<file path="config.mk">
export PLATFORM = sky130hd
export DESIGN_NAME = secondary_pci_bus_arbiter
export DESIGN_NICKNAME = d
export VERILOG_FILES = /design/src/arb_pkg.sv /design/src/broken_tracker.sv /design/src/secondary_pci_bus_arbiter.sv
export SDC_FILE = /design/constraint.sdc
export NUM_CORES = 1
export LEC_CHECK = 0
export BUFFER_PORTS_ARGS = -buffer_cell sky130_fd_sc_hd__buf_2
export CELL_PAD_IN_SITES_DETAIL_PLACEMENT = 1
export CELL_PAD_IN_SITES_GLOBAL_PLACEMENT = 2
export CORE_MARGIN = 8
export CORE_UTILIZATION = 39
export CTS_BUF_LIST = sky130_fd_sc_hd__clkbuf_16
export CTS_CLUSTER_DIAMETER = 60
export CTS_CLUSTER_SIZE = 8
export DETAILED_ROUTE_END_ITERATION = 8
export GPL_ROUTABILITY_DRIVEN = 0
export HOLD_SLACK_MARGIN = 0.03
export PLACE_DENSITY_LB_ADDON = 0.1
export SKIP_CTS_REPAIR_TIMING = 1
export SYNTH_ARGS = -nofsm -noshare
export SYNTH_HDL_FRONTEND = slang
export SYNTH_SLANG_ARGS = --single-unit
</file>
<file path="constraint.sdc">
create_clock -name clk_in -period 14.69 [get_ports clk_in]
set_input_delay 1.469 -clock clk_in [delete_from_list [all_inputs] [get_ports clk_in]]
set_output_delay 1.469 -clock clk_in [all_outputs]
set_load 0.02 [all_outputs]
</file>
<file path="src/arb_pkg.sv">
package arb_pkg;

  // Requester count: index 0 is the internal bridge, 1 to 8 the masters.
  localparam int NREQ = 9;

  // Register byte offsets on the configuration port.
  localparam logic [7:0] MODE_OFFSET = 8'h48;
  localparam logic [7:0] STATUS_OFFSET = 8'h60;

  // Field positions in the mode and priority word.
  localparam int EN_LSB = 1;
  localparam int EN_MSB = 8;
  localparam int EXT_BIT = 9;
  localparam int BMTO_BIT = 10;
  localparam int BMRF_BIT = 11;
  localparam int FAIR_LSB = 12;
  localparam int FAIR_MSB = 19;
  localparam int TOGGLE_BIT = 20;
  localparam int PRIO_LSB = 22;
  localparam int PRIO_MSB = 30;

  // Field positions in the status word.
  localparam int ST_BROKEN_LSB = 0;
  localparam int ST_LOCK_LSB = 8;
  localparam int ST_OWNER_LSB = 16;
  localparam int ST_ACTIVE_BIT = 20;

  // Reset values.
  localparam logic [7:0] EN_RST = 8'hff;
  localparam logic BMTO_RST = 1'b0;
  localparam logic BMRF_RST = 1'b0;
  localparam logic [7:0] FAIR_RST = 8'h08;
  localparam logic TOGGLE_RST = 1'b0;
  localparam logic [8:0] PRIO_RST = 9'h001;

  // Timing counts in secondary bus clocks.
  localparam logic [4:0] BM_CYCLES = 5'h10;
  localparam logic [1:0] TOGGLE_DELAY = 2'h2;

  // Configuration port request.
  typedef struct packed {
    logic [7:0] addr;
    logic [31:0] wdata;
    logic wr;
    logic rd;
  } reg_req_s;

  // Secondary bus signals seen by the arbiter, all active low.
  typedef struct packed {
    logic [8:0] req_b;
    logic frame_b;
    logic irdy_b;
  } pci_bus_s;

  typedef enum {ST_IDLE, ST_GRANT, ST_OWN, ST_TURN} arb_state_e;

endpackage

</file>
<file path="src/broken_tracker.sv">
`timescale 1ns/1ps

// Tracks the broken state of one external master.
module broken_tracker #(
  parameter int IDX = 1
) (
  input wire logic clk_in,
  input wire logic rst_b_in,
  input wire logic mark_in,
  input wire logic req_b_in,
  input wire logic refresh_en_in,
  input wire logic [8:0] grant_pulse_in,
  input wire logic [8:0] enabled_in,
  output logic broken_out,
  output logic lock_out
);

  logic [8:0] served;
  logic all_served;

  // Every other enabled requester has had one new grant since the mark.
  assign all_served = &(served | ~enabled_in | (9'h001 << IDX));

  // Collects grants to the other requesters after the master is marked.
  always_ff @(posedge clk_in or negedge rst_b_in) begin
    if (!rst_b_in) begin
      served <= 9'h000;
    end else if (mark_in) begin
      served <= 9'h000;
    end else begin
      served <= served | grant_pulse_in;
    end
  end

  // A new mark wins over a refresh in the same cycle.
  always_ff @(posedge clk_in or negedge rst_b_in) begin
    if (!rst_b_in) begin
      broken_out <= 1'b0;
    end else if (mark_in) begin
      broken_out <= 1'b1;
    end else if (refresh_en_in && all_served) begin
      broken_out <= 1'b0;
    end
  end

  // Without refresh, a released request makes the exclusion permanent.
  always_ff @(posedge clk_in or negedge rst_b_in) begin
    if (!rst_b_in) begin
      lock_out <= 1'b0;
    end else if (broken_out && !refresh_en_in && req_b_in) begin
      lock_out <= 1'b1;
    end
  end

endmodule

</file>
<file path="src/secondary_pci_bus_arbiter.sv">
`timescale 1ns/1ps

module secondary_pci_bus_arbiter (
  input wire logic clk_in,
  input wire logic rst_b_in,
  input wire arb_pkg::reg_req_s reg_in,
  output logic [31:0] reg_rdata_out,
  input wire arb_pkg::pci_bus_s bus_in,
  input wire logic arbiter_select_strap_in,
  input wire logic ext_gnt_b_in,
  output logic [8:0] gnt_b_out
);

  logic ext_arb;
  logic bm_to_en;
  logic bm_rf_en;
  logic [7:0] fair_init;
  logic toggle_en;
  logic [8:0] prio;
  logic [7:0] arb_en;
  logic mode_wr;

  arb_pkg::arb_state_e state;
  arb_pkg::arb_state_e next_state;
  logic [3:0] owner;
  logic [3:0] next_owner;
  logic frame_prev;
  logic frame_fall;
  logic bus_idle;
  logic [4:0] bm_cnt;
  logic [7:0] fair_cnt;
  logic fair_armed;
  logic [1:0] tog_cnt;
  logic toggle_drop;
  logic [8:0] en_vec;
  logic [8:0] excl;
  logic [8:0] elig;
  logic [8:0] owner_hot;
  logic owner_req;
  logic other_req;
  logic fair_expire;
  logic bm_expire;
  logic new_grant;
  logic [8:0] grant_pulse;
  logic [8:0] next_gnt_b;
  logic hi_found;
  logic lo_found;
  logic [3:0] hi_idx;
  logic [3:0] lo_idx;
  logic [3:0] scan_idx;
  logic [8:0] broken;
  logic [8:0] lock;

  assign mode_wr = reg_in.wr && (reg_in.addr == arb_pkg::MODE_OFFSET);

  // The strap is followed directly, so no grant can slip out after reset.
  assign ext_arb = arbiter_select_strap_in;

  // Writable fields of the mode and priority word.
  always_ff @(posedge clk_in or negedge rst_b_in) begin
    if (!rst_b_in) begin
      arb_en <= arb_pkg::EN_RST;
      bm_to_en <= arb_pkg::BMTO_RST;
      bm_rf_en <= arb_pkg::BMRF_RST;
      fair_init <= arb_pkg::FAIR_RST;
      toggle_en <= arb_pkg::TOGGLE_RST;
      prio <= arb_pkg::PRIO_RST;
    end else if (mode_wr) begin
      arb_en <= reg_in.wdata[arb_pkg::EN_MSB:arb_pkg::EN_LSB];
      bm_to_en <= reg_in.wdata[arb_pkg::BMTO_BIT];
      bm_rf_en <= reg_in.wdata[arb_pkg::BMRF_BIT];
      fair_init <= reg_in.wdata[arb_pkg::FAIR_MSB:arb_pkg::FAIR_LSB];
      toggle_en <= reg_in.wdata[arb_pkg::TOGGLE_BIT];
      prio <= reg_in.wdata[arb_pkg::PRIO_MSB:arb_pkg::PRIO_LSB];
    end
  end

  // Read data stands only in the cycle after the read strobe.
  always_ff @(posedge clk_in or negedge rst_b_in) begin
    if (!rst_b_in) begin
      reg_rdata_out <= 32'h0000_0000;
    end else if (reg_in.rd && reg_in.addr == arb_pkg::MODE_OFFSET) begin
      reg_rdata_out <= {1'b0, prio, 1'b0, toggle_en, fair_init, bm_rf_en,
                        bm_to_en, ext_arb, arb_en, 1'b0};
    end else if (reg_in.rd && reg_in.addr == arb_pkg::STATUS_OFFSET) begin
      reg_rdata_out <= {11'h000, state != arb_pkg::ST_IDLE, owner,
                        lock[8:1], broken[8:1]};
    end else begin
      reg_rdata_out <= 32'h0000_0000;
    end
  end

  // Frame edge and bus idle detection.
  always_ff @(posedge clk_in or negedge rst_b_in) begin
    if (!rst_b_in) begin
      frame_prev <= 1'b1;
    end else begin
      frame_prev <= bus_in.frame_b;
    end
  end

  assign frame_fall = frame_prev && !bus_in.frame_b;
  assign bus_idle = bus_in.frame_b && bus_in.irdy_b;

  // Requesters that may win: enabled and not excluded as broken.
  assign en_vec = {arb_en, 1'b1};
  assign excl = broken | lock;
  assign elig = ~bus_in.req_b & en_vec & ~excl;
  assign owner_hot = 9'h001 << owner;
  assign owner_req = |(~bus_in.req_b & en_vec & owner_hot);
  assign other_req = |(elig & ~owner_hot);

  // Rotating search from the last owner, high priority class first.
  always_comb begin
    hi_found = 1'b0;
    lo_found = 1'b0;
    hi_idx = 4'h0;
    lo_idx = 4'h0;
    scan_idx = owner;
    for (int k = 0; k < arb_pkg::NREQ; k++) begin
      scan_idx = (scan_idx == 4'h8) ? 4'h0 : scan_idx + 4'h1;
      if (elig[scan_idx] && prio[scan_idx] && !hi_found) begin
        hi_found = 1'b1;
        hi_idx = scan_idx;
      end
      if (elig[scan_idx] && !prio[scan_idx] && !lo_found) begin
        lo_found = 1'b1;
        lo_idx = scan_idx;
      end
    end
  end

  // Fairness expiry never fires with a zero load value.
  assign fair_expire = fair_armed && (fair_init != 8'h00) && other_req &&
                       (fair_cnt == 8'h00);
  assign bm_expire = bm_to_en && (state == arb_pkg::ST_GRANT) && bus_idle &&
                     !frame_fall &&
                     (bm_cnt == arb_pkg::BM_CYCLES - 5'h01);

  // Grant sequencing: idle, granted, owned, one turnaround cycle.
  always_comb begin
    next_state = state;
    next_owner = owner;
    case (state)
      arb_pkg::ST_IDLE: begin
        if (!ext_arb && hi_found) begin
          next_state = arb_pkg::ST_GRANT;
          next_owner = hi_idx;
        end else if (!ext_arb && lo_found) begin
          next_state = arb_pkg::ST_GRANT;
          next_owner = lo_idx;
        end
      end
      arb_pkg::ST_GRANT: begin
        if (frame_fall) begin
          next_state = arb_pkg::ST_OWN;
        end else if (bm_expire || !owner_req) begin
          next_state = arb_pkg::ST_TURN;
        end
      end
      arb_pkg::ST_OWN: begin
        if (!owner_req || fair_expire) begin
          next_state = arb_pkg::ST_TURN;
        end
      end
      arb_pkg::ST_TURN: begin
        next_state = arb_pkg::ST_IDLE;
      end
      default: begin
        next_state = arb_pkg::ST_IDLE;
      end
    endcase
    if (ext_arb) begin
      next_state = arb_pkg::ST_IDLE;
    end
  end

  assign new_grant = (state == arb_pkg::ST_IDLE) &&
                     (next_state == arb_pkg::ST_GRANT);
  assign grant_pulse = new_grant ? (9'h001 << next_owner) : 9'h000;

  always_ff @(posedge clk_in or negedge rst_b_in) begin
    if (!rst_b_in) begin
      state <= arb_pkg::ST_IDLE;
      owner <= 4'h0;
    end else begin
      state <= next_state;
      owner <= next_owner;
    end
  end

  // Broken-master window counts idle cycles while waiting for frame.
  always_ff @(posedge clk_in or negedge rst_b_in) begin
    if (!rst_b_in) begin
      bm_cnt <= 5'h00;
    end else if (!bm_to_en || state != arb_pkg::ST_GRANT) begin
      bm_cnt <= 5'h00;
    end else if (bus_idle) begin
      bm_cnt <= bm_cnt + 5'h01;
    end
  end

  // Fairness counter: reloaded per grant, armed by the next frame fall.
  always_ff @(posedge clk_in or negedge rst_b_in) begin
    if (!rst_b_in) begin
      fair_cnt <= arb_pkg::FAIR_RST;
      fair_armed <= 1'b0;
    end else if (new_grant) begin
      fair_cnt <= fair_init;
      fair_armed <= 1'b0;
    end else if (!fair_armed) begin
      fair_armed <= frame_fall && state == arb_pkg::ST_GRANT;
    end else if (other_req && fair_cnt != 8'h00) begin
      fair_cnt <= fair_cnt - 8'h01;
    end
  end

  // Toggle delay counter started by the owner's frame fall.
  always_ff @(posedge clk_in or negedge rst_b_in) begin
    if (!rst_b_in) begin
      tog_cnt <= 2'h0;
    end else if (toggle_en && frame_fall && state == arb_pkg::ST_GRANT) begin
      tog_cnt <= arb_pkg::TOGGLE_DELAY;
    end else if (tog_cnt != 2'h0) begin
      tog_cnt <= tog_cnt - 2'h1;
    end
  end

  assign toggle_drop = toggle_en && (tog_cnt == 2'h1);

  // Grant lines are registered; external mode only relays the bridge grant.
  always_comb begin
    next_gnt_b = 9'h1ff;
    if (ext_arb) begin
      next_gnt_b[0] = ext_gnt_b_in;
    end else if ((next_state == arb_pkg::ST_GRANT ||
                  next_state == arb_pkg::ST_OWN) && !toggle_drop) begin
      next_gnt_b = ~(9'h001 << next_owner);
    end
  end

  always_ff @(posedge clk_in or negedge rst_b_in) begin
    if (!rst_b_in) begin
      gnt_b_out <= 9'h1ff;
    end else begin
      gnt_b_out <= next_gnt_b;
    end
  end

  // The internal bridge is never marked broken.
  assign broken[0] = 1'b0;
  assign lock[0] = 1'b0;

  // One broken-state tracker per external master.
  for (genvar i = 1; i < arb_pkg::NREQ; i++) begin : g_track
    broken_tracker #(.IDX(i)) u_track (
      .clk_in(clk_in),
      .rst_b_in(rst_b_in),
      .mark_in(bm_expire && owner == 4'(i)),
      .req_b_in(bus_in.req_b[i]),
      .refresh_en_in(bm_rf_en),
      .grant_pulse_in(grant_pulse),
      .enabled_in(en_vec),
      .broken_out(broken[i]),
      .lock_out(lock[i])
    );
  end

  a_strap_readback: assert property (
    @(posedge clk_in) disable iff (!rst_b_in)
    reg_in.rd && reg_in.addr == arb_pkg::MODE_OFFSET |=>
      reg_rdata_out[arb_pkg::EXT_BIT] == $past(arbiter_select_strap_in))
    else $error("arbiter select status does not follow strap");

  a_broken_drop: assert property (
    @(posedge clk_in) disable iff (!rst_b_in)
    bm_expire && !ext_arb |=> gnt_b_out[$past(owner)]
      ##1 state == arb_pkg::ST_IDLE)
    else $error("grant kept after broken master timeout");

  a_timeout_idle: assert property (
    @(posedge clk_in) disable iff (!rst_b_in)
    !bm_to_en |=> bm_cnt == 5'h00)
    else $error("broken master count runs while disabled");

  a_fair_reload: assert property (
    @(posedge clk_in) disable iff (!rst_b_in)
    new_grant |=> fair_cnt == $past(fair_init) && !fair_armed)
    else $error("fairness counter not reloaded on new grant");

  a_fair_wait: assert property (
    @(posedge clk_in) disable iff (!rst_b_in)
    !fair_armed && !new_grant |=> fair_cnt == $past(fair_cnt))
    else $error("fairness counter moved before frame fall");

  a_zero_fair_hold: assert property (
    @(posedge clk_in) disable iff (!rst_b_in)
    state == arb_pkg::ST_OWN && fair_init == 8'h00 && owner_req && !ext_arb
      |=> state == arb_pkg::ST_OWN)
    else $error("grant removed with zero fairness while request held");

  a_no_toggle: assert property (
    @(posedge clk_in) disable iff (!rst_b_in)
    !toggle_en && !ext_arb && state == arb_pkg::ST_OWN &&
      next_state == arb_pkg::ST_OWN |=> !gnt_b_out[$past(owner)])
    else $error("grant dropped with toggling disabled");

  a_toggle_gap: assert property (
    @(posedge clk_in) disable iff (!rst_b_in)
    toggle_en && !ext_arb && state == arb_pkg::ST_GRANT && frame_fall &&
      !mode_wr |-> ##3 (&gnt_b_out))
    else $error("grant not dropped for one clock after frame");

  a_prio_readback: assert property (
    @(posedge clk_in) disable iff (!rst_b_in)
    reg_in.rd && reg_in.addr == arb_pkg::MODE_OFFSET |=>
      reg_rdata_out[arb_pkg::PRIO_MSB:arb_pkg::PRIO_LSB] == $past(prio))
    else $error("priority field readback mismatch");

  a_ext_quiet: assert property (
    @(posedge clk_in) disable iff (!rst_b_in)
    ext_arb |=> (&gnt_b_out[8:1]) && gnt_b_out[0] == $past(ext_gnt_b_in))
    else $error("internal grant driven while external arbiter selected");

  a_disabled_quiet: assert property (
    @(posedge clk_in) disable iff (!rst_b_in)
    state == arb_pkg::ST_IDLE |=> (~gnt_b_out & ~$past(en_vec)) == 9'h000)
    else $error("new grant given to a disabled master");

  a_locked_out: assert property (
    @(posedge clk_in) disable iff (!rst_b_in)
    (~gnt_b_out & $past(lock)) == 9'h000)
    else $error("grant given to a locked broken master");

endmodule

</file>
Word level (Yosys, flattened, before mapping). Index checks and enable logic that the tools add are counted.

Register bits after elaboration: 210. Input bits: 57. Output and inout bits: 41. Word-level logic and storage cells: 397.

Add/sub/neg operators: 12. Order comparisons: 9. Equal/unequal tests: 26. Shifts and indexed selects: 2. Mux-type cells: 130. Bitwise logic cells: 26. Reduce and logical (&&, ||, !) cells: 153.

Operator list (number): 32-bit two-way mux (7); 9-bit bitwise OR (16); 4-bit two-way mux (30); 32-bit by 2-bit == test with 1-bit output, second input constant (3); 32-bit case mux with 3 select lines (1); 9-bit two-way mux (10); 1-bit logical AND (87); 1-bit binary-select mux with 4-bit select (18); 32-bit logical NOT (2); 8-bit AND reduction (8); 1-bit two-way mux (55); 4-bit by 5-bit less-than comparator with 1-bit output, second input constant (9); 9-bit NOT (5); 4-bit by 1-bit adder with 4-bit output, second input constant (9); 9-bit AND (4); 4-bit == test, second input constant (9); 32-bit by 1-bit == test with 1-bit output, second input constant (1); 32-bit by 3-bit == test with 1-bit output, second input constant (1); 1-bit logical NOT (32); 8-bit two-way mux (4); 32-bit by 2-bit != test with 1-bit output, second input constant (1); 32-bit nonzero test (1); 2-bit nonzero test (13); 21-bit two-way mux (1); other kinds (18) (31).

Longest topological paths before layout. Gate-level depths: netlist of the first run.

Depth in word-level cells: 41. Mapped depth: 62. Mapped depth without buffers: 53.

By module. From an unflattened synthesis of the first run, not the netlist that was laid out.

Cell total of the unflattened synthesis: 1450. Area, all modules: 13188.9 um^2.

By module, submodules not included: secondary_pci_bus_arbiter (instances 1, cells an instance 1114, area each 9915.8 um^2, sequential area each 3029.2 um^2); broken_tracker (instances 8, cells an instance 42, area each 409.1 um^2, sequential area each 250.2 um^2).

Worst setup path after synthesis of the first run. No wires, ideal clock.

Kind: reg-to-reg. Start point: register owner[0]. End point: register g_track[1].u_track.served[0]. Setup time: 0.065 ns. Data arrival time: 12.582 ns. Required time: 14.625 ns. Setup slack: 2.043 ns. Cell stages (with the launch flop): 62. Buffers on the path: 9. Clock period less this slack: 12.647 ns. Cells stage by stage: dfrtp_1 buf_4 inv_1 ha_1 buf_2 nand3b_4 nand2_2 ha_1 a21boi_1 a211oi_2 clkbuf_1 ha_1 nand2_1 or4_4 nand3_1 clkbuf_1 ha_1 nand2_1 [26 not listed] o21ai_1 a211oi_4 nor2_2 inv_2 ha_1 inv_1 a2111oi_0 a21oi_1 and2_1 o31a_1 a221oi_2 o41a_1 nor4_1 a21o_1 a211oi_4 inv_4 nor4_4 o21a_1.

Elaborated cells on any way between the ends: 189. Classes of those cells: 9 x add/sub; 11 x eq/ne; 2 x shift; 93 x mux; 4 x bitwise; 70 x reduce/logical.

RTL lines: start: declaration (RTL line secondary_pci_bus_arbiter.sv:25) `logic [3:0] owner;`; start signal: assignment (RTL line secondary_pci_bus_arbiter.sv:188) `owner <= next_owner;`; 4-bit by 1-bit adder with 4-bit output / 4-bit == test (equally long branches) (RTL line secondary_pci_bus_arbiter.sv:121) `scan_idx = (scan_idx == 4'h8) ? 4'h0 : scan_idx + 4'h1;`; 4-bit two-way mux (*) (RTL line secondary_pci_bus_arbiter.sv:121); parallel branches: the longest is 31 deep, another holds 4-bit by 1-bit adder with 4-bit output; 4-bit two-way mux (*) (RTL line secondary_pci_bus_arbiter.sv:146) `if (!ext_arb && hi_found) begin`; 4-bit two-way mux (*) (RTL line secondary_pci_bus_arbiter.sv:144) `case (state)`; named net next_owner[1] (RTL line secondary_pci_bus_arbiter.sv:26) `logic [3:0] next_owner;`; 1-bit by 4-bit << shifter with 9-bit output (*) (RTL line secondary_pci_bus_arbiter.sv:180) `assign grant_pulse = new_grant ? (9'h001 << next_owner) : 9'h000;`; 9-bit two-way mux (*) (RTL line secondary_pci_bus_arbiter.sv:180); 9-bit bitwise OR (*) (RTL line broken_tracker.sv:31) `served <= served | grant_pulse_in;`; 9-bit two-way mux (*) (RTL line broken_tracker.sv:28) `end else if (mark_in) begin`; end signal: assignment (RTL line broken_tracker.sv:31); end: declaration (RTL line broken_tracker.sv:18) `logic [8:0] served;`.

Mark *: on every way through the listed nets, which the timed path passes. The select of a mux whose other input is x is not followed. A chain may end at the register's enable or synchronous reset.

Worst setup path in the final report of the first run.
Start point: register owner[0]. End point: register g_track[2].u_track.served[7].

Cells in the longest elaborated chain, start to end: 41. Elaborated cells on any way between the ends: 189. Classes of those cells: 9 x add/sub; 11 x eq/ne; 2 x shift; 93 x mux; 4 x bitwise; 70 x reduce/logical.

Ends and longest elaborated chain (RTL line): parallel branches: the longest is 40 deep, another holds 4-bit by 1-bit adder with 4-bit output; 9-bit two-way mux (*) (broken_tracker.sv:28); end signal: assignment (broken_tracker.sv:31); end: declaration (broken_tracker.sv:18).

Mark *: on every way between the ends. The select of a mux whose other input is x is not followed.

==> impl_metrics.tcl, run 1 <==
set metrics [dict create \
    areaGrowthSynthToFinish_pct 13.41 \
    drt.antenna.violating_nets 0 \
    post-place-ws_ns 1.253 \
    leakagePower_nw 6.245 \
    min-delay-start "g_track[4].u_track.served[2]$_DFF_PN0_" \
    crit_required_ns 15.07 \
    cp_common_cell "ha_1" \
    grt.met2_usage 0.4115 \
    tns_ns 0 \
    reg2reg_depth 53 \
    cp_data_arrival_time_ns 13.94 \
    routed_wl_um 44940 \
    cts_made_buffers 17 \
    viasPerCell 6.097 \
    grt_pass1_wl_um 70180 \
    grt_pass1_vias 11801 \
    async_reset_ff_frac 1.000 \
    regToRegStartpoint "owner[0]$_DFF_PN0_" \
    placementRows 65 \
    rsz0062_at_grt "no" \
    h-tree-depth 4 \
    whs_endpoint "g_track[4].u_track.served[2]$_DFF_PN0_" \
    insertion_delay_ns 0.46 \
    vdd_drop_max_v 0.00008737 \
    drt_iter0_drc 573 \
    seq_area_frac_synth 0.4030 \
    max_freq_mhz 73.79 \
    use_met3 0.03748 \
    cts.root.buffer_cell "clkbuf_16" \
    finalNonFillerCells 1847 \
    drc 0 \
    reg2reg_slack_ns 1.14 \
    grt_max_degree 78 \
    first_pass_iters 7 \
    gr-total-overflow 0 \
    outcome "finished clean" \
    crit_path_start_kind "flip-flop" \
    core_mm2 0.03156 \
    max_stage_delay_ns 0.59 \
    r2r_end "g_track[2].u_track.served[7]$_DFF_PN0_" \
    synth_edf_count 0 \
    fp.dieH_um 194.9 \
    wl_per_cell_um 24.33 \
    die_width_um 194.9 \
    netlist_instances 1322 \
    mostFrequentLayoutCells "dfrtp_1 (179), nand2_1 (128), buf_2 (90)" \
    setup_viol 0 \
    place_hpwl_um 33750 \
    power.density_cell_area_mw_per_mm2 83.29 \
    critPathCaptureType "flip-flop" \
    cts_tree "done" \
    cts_num_sinks 200 \
    die_area_mm2 0.03799 \
    io_pins 98 \
    period_minus_slack_ns 13.55 \
    ys.flop_type "dfrtp_1" \
    initial_utilization 0.3956 \
    hold_depth 1 \
    slew_headroom 0.3293 \
    fill_cells 3680 \
    clockBufferDepth 2 \
    slew_violations 0 \
    worstMarginPinSlew_ns 0.9993 \
    antennaDiodeCount 0 \
    met1_usage 0.3006 \
    final_layout_size_suffix_gt1_frac 0.1875 \
    layout.nets 1517 \
    startpoint "owner[0]$_DFF_PN0_" \
    grt_use_total 0.2376 \
    hold_viol 0 \
    yosysUniqueCellTypes 101 \
    multiInputGateArea_mm2 0.007062 \
    syn_area_per_cell_um2 9.444 \
    vias 11262 \
    crit_type "flip-flop to flip-flop" \
    drv_cap 0 \
    antenna_found_initial 0 \
    placedCellCount 1815 \
    min_path_type "flip-flop to flip-flop" \
    ys_ff_latch 200 \
    crit_fanout 12 \
    yosys_warnings 0 \
    whs_ns 0.4883 \
    clk_pin_slew_ns 0.08 \
    io_buffer_count 91 \
    crit_path_top_delay_cell "o41ai_1" \
    regArea_mm2 0.005031 \
    setup_ws_ns 1.138 \
    finalClockSkew_ns 0.02067 \
    min_period_over_period 0.9225 \
    mostFrequentLayoutCell "dfrtp_1" \
    grt_busiest_layer "met2" \
    syn_area_mm2 0.01248 \
]
==> stage by stage <==
stage	total power, mW	area, µm²	utilization
global placement	0.7091	13560	0.4298
CTS	1.192	14160	0.4487
floorplan	0.6572	12600	-
detailed placement	0.7111	13560	0.4298
global route	1.227	14160	0.4487
finish	1.179	14160	0.4487
==> logic make-up (layout without fill, tap and decap cells) <==
| logic type | after synthesis | in the layout | synth area share |
|---|---|---|---|
| other | 1 | 32 | 0.0003004 |
| buffers and inverters | 129 | 221 | 0.04159 |
| AO/OA/AOI/OAI | 429 | 429 | 0.2557 |
| flip-flops | 200 | 200 | 0.4030 |
| multiplexers | 74 | 74 | 0.07286 |
| AND/OR/NAND/NOR | 442 | 442 | 0.1841 |
| adder cells (fa/ha/maj) | 28 | 28 | 0.02806 |
| XOR/XNOR | 19 | 19 | 0.01443 |
==> flip-flops by register name, summed over array words and instances (netlist names), 2 cells and up <==
signal / cells
tog_cnt: 2
gnt_b_out: 9
fair_init: 8
bm_cnt: 5
reg_rdata_out: 30
g_track.u_track.lock_out: 8
state: 32
fair_cnt: 8
owner: 4
prio: 9
g_track.u_track.served: 64
arb_en: 8
g_track.u_track.broken_out: 8
==> cell type report <==
cell class                 count  share of cell area
clock buffer                  17             0.03005
multi-input combinational   1024              0.4988
tap                          402             0.03552
clock inverter                15             0.01211
sequential                   200              0.3553
inverter                      63             0.01688
timing repair buffer         126             0.05134
==> worst max path at each step <==
stage               slack (ns)                                     end  cells past startpoint
floorplan                 2.04  g_track[1].u_track.served[0]$_DFF_PN0_                     61
global placement          1.46  g_track[3].u_track.served[0]$_DFF_PN0_                     53
detailed placement        1.25  g_track[3].u_track.served[0]$_DFF_PN0_                     54
CTS                       1.18  g_track[7].u_track.served[0]$_DFF_PN0_                     54
global route              0.04  g_track[2].u_track.served[7]$_DFF_PN0_                     53
finish                    1.14  g_track[2].u_track.served[7]$_DFF_PN0_                     53
==> per-layer routing <==
metal | up-vias | part of all wire
li1 | 5182 | -
met1 | 5780 | 0.44
met2 | 234 | 0.50
met3 | 66 | 0.035
met4 | 0 | 0.025
met5 | - | 0
==> power breakdown <==
part           switching (mW)  leakage [nW]  internal (mW)  total, mW
clock network           0.222         0.297          0.255      0.477
registers              0.0133          2.55          0.561      0.574
logic                  0.0832          3.40         0.0443      0.128
==> worst max-delay path: cells and delay by family, from the launching register on <==
kind,cells,cell delay (ns)
and+or+nand+nor,18,3.77
buffers and inverters,6,1.29
adders and majority gates,9,2.27
AOI/OAI and AO/OA,19,5.33
DFF,1,0.56
muxes,1,0.20
==> synthesized netlist by cell type, drive strengths merged, types with 17 or more instances <==
cell    count  area [µm²]
a211oi     22       207.7
a21oi      45       229.0
a22o       20       175.2
and2       21       131.4
buf        19       103.9
clkbuf     47       176.4
dfrtp     179        4479
dfstp      21       551.8
ha         28       350.3
inv        61       231.5
mux2       36       409.1
mux2i      29       297.8
nand2     130       493.0
nand2b     17       113.9
nand3      46       230.2
nor2       79       299.0
nor3       46       255.3
nor4       25       205.2
o21a       65       488.0
o21ai      67       335.3
o221ai     18       157.7
o22ai      26       162.7
or3        18       117.6
Power figures use the tool's default switching activity.
==> run 2, diff against run 1 <==
- BUFFER_PORTS_ARGS: -buffer_cell sky130_fd_sc_hd__buf_2 -> not set
- CORE_UTILIZATION: 39 -> 40
- DONT_BUFFER_PORTS: not set -> 1
- RECOVER_POWER: not set -> 50
==> impl_metrics.tcl, run 2 (synthesized netlist as in run 1, its figures left out) <==
set metrics [dict create \
    areaGrowthSynthToFinish_pct 9.661 \
    crit_required_ns 15.09 \
    hold_depth 1 \
    grt_use_total 0.2503 \
    fin_util 0.4464 \
    crit_path_top_delay_cell "nor4_2" \
    hold_viol 0 \
    mostFrequentLayoutCells "dfrtp_1 (179), nand2_1 (128), nor2_1 (78)" \
    routed_wl_um 45750 \
    initial_utilization 0.4071 \
    leakagePower_nw 5.825 \
    top_register "g_track.u_track.served" \
    cts_num_sinks 200 \
    crit_fanout 12 \
    wl_per_cell_um 26.22 \
    insertion_delay_ns 0.47 \
    place_hpwl_um 33570 \
    place_area_mm2 0.01305 \
    period_minus_slack_ns 13.53 \
    antennaDiodeCount 0 \
    min-delay-start "g_track[3].u_track.served[2]$_DFF_PN0_" \
    mostFrequentLayoutCell "dfrtp_1" \
    largest_register_ffs 64 \
    clockBufferDepth 2 \
    grt_max_degree 201 \
    r2r_end "g_track[8].u_track.served[2]$_DFF_PN0_" \
    max_freq_mhz 73.93 \
    outcome "finished clean" \
    io_buffer_count 0 \
    cts_made_buffers 17 \
    cts.root.buffer_cell "clkbuf_16" \
    cts_tree "done" \
    finalClockSkew_ns 0.02161 \
    die_width_um 192.7 \
    placementRows 64 \
    grt_pass1_wl_um 69930 \
    reg2reg_slack_ns 1.16 \
    critPathCaptureType "flip-flop" \
    min_path_type "flip-flop to flip-flop" \
    min_period_over_period 0.9208 \
    max_stage_delay_ns 0.81 \
    h-tree-depth 4 \
    vias 10980 \
    setup_viol 0 \
    drv_cap 0 \
    gr-total-overflow 0 \
    antenna_found_initial 0 \
    crit_type "flip-flop to flip-flop" \
    tns_ns 0 \
    crit_family "compound AO/OA/AOI/OAI gates" \
    core_mm2 0.03067 \
    whs_endpoint "g_track[3].u_track.served[2]$_DFF_PN0_" \
    layout.nets 1421 \
    regToRegStartpoint "owner[0]$_DFF_PN0_" \
    crit_path_start_kind "flip-flop" \
    drt.antenna.violating_nets 0 \
    power.density_cell_area_mw_per_mm2 86.54 \
    reg_top3 "g_track.u_track.served (64), state (32), reg_rdata_out (30)" \
    slew_headroom 0.1981 \
    fin_area_mm2 0.01369 \
    path_buf_inv 8 \
    die_area_mm2 0.03712 \
    slew_violations 0 \
    clk_pin_slew_ns 0.08 \
    drc 0 \
    setup_ws_ns 1.163 \
    grt_pass1_vias 11402 \
    reg2reg_depth 55 \
    placedCellCount 1713 \
    fp.dieH_um 192.7 \
    post-place-ws_ns 1.238 \
    finalNonFillerCells 1745 \
    worstMarginPinSlew_ns 1.194 \
    viasPerCell 6.292 \
    cp_common_cell "ha_1" \
    cp_data_arrival_time_ns 13.93 \
    first_pass_iters 5 \
    vdd_drop_max_v 0.0001048 \
    final_layout_size_suffix_gt1_frac 0.1312 \
    io_pins 98 \
    drt_iter0_drc 702 \
    rsz0062_at_grt "no" \
]
run 2: how the worst max path moves through the flow:
stage	from	to	slack (ns)	cells after the start
after global routing	owner[0]$_DFF_PN0_	g_track[6].u_track.served[2]$_DFF_PN0_	0.05	55
after detailed placement	owner[0]$_DFF_PN0_	g_track[6].u_track.served[2]$_DFF_PN0_	1.24	55
after global placement	owner[0]$_DFF_PN0_	g_track[3].u_track.served[2]$_DFF_PN0_	1.49	55
after floorplan	owner[0]$_DFF_PN0_	g_track[1].u_track.served[0]$_DFF_PN0_	2.04	61
final	owner[0]$_DFF_PN0_	g_track[8].u_track.served[2]$_DFF_PN0_	1.16	55
after CTS	owner[0]$_DFF_PN0_	g_track[8].u_track.served[2]$_DFF_PN0_	1.16	55
run 2: metrics by stage:
stage | hold WS [ns] | total power, mW
after floorplan | 0.4597 | 0.6572
after CTS | 0.4981 | 1.196
after global placement | 0.4723 | 0.6905
final | 0.4919 | 1.185
after global routing | 0.5042 | 1.227
after detailed placement | 0.4796 | 0.6918
run 2: power by group:
group	total [mW]	switching, mW	internal, mW
registers	0.576	0.0150	0.561
logic	0.108	0.0689	0.0389
clock network	0.501	0.263	0.238
run 2: per-layer routing:
metal | up-vias | track usage | routed length [µm]
li1 | 4986 | - | -
met2 | 295 | 0.4121 | 22150
met5 | - | 0 | 0
met3 | 80 | 0.04391 | 2214
met4 | 0 | 0.09959 | 1456
met1 | 5619 | 0.3223 | 19930
run 2: area by class of cell:
cell class	instances	area, µm²
fill	3528	16980
multi-input combinational	1024	7062
sequential	200	5031
tap	396	495.5
clock buffer	17	425.4
inverter	63	239.0
timing repair buffer	30	225.2
clock inverter	15	212.7
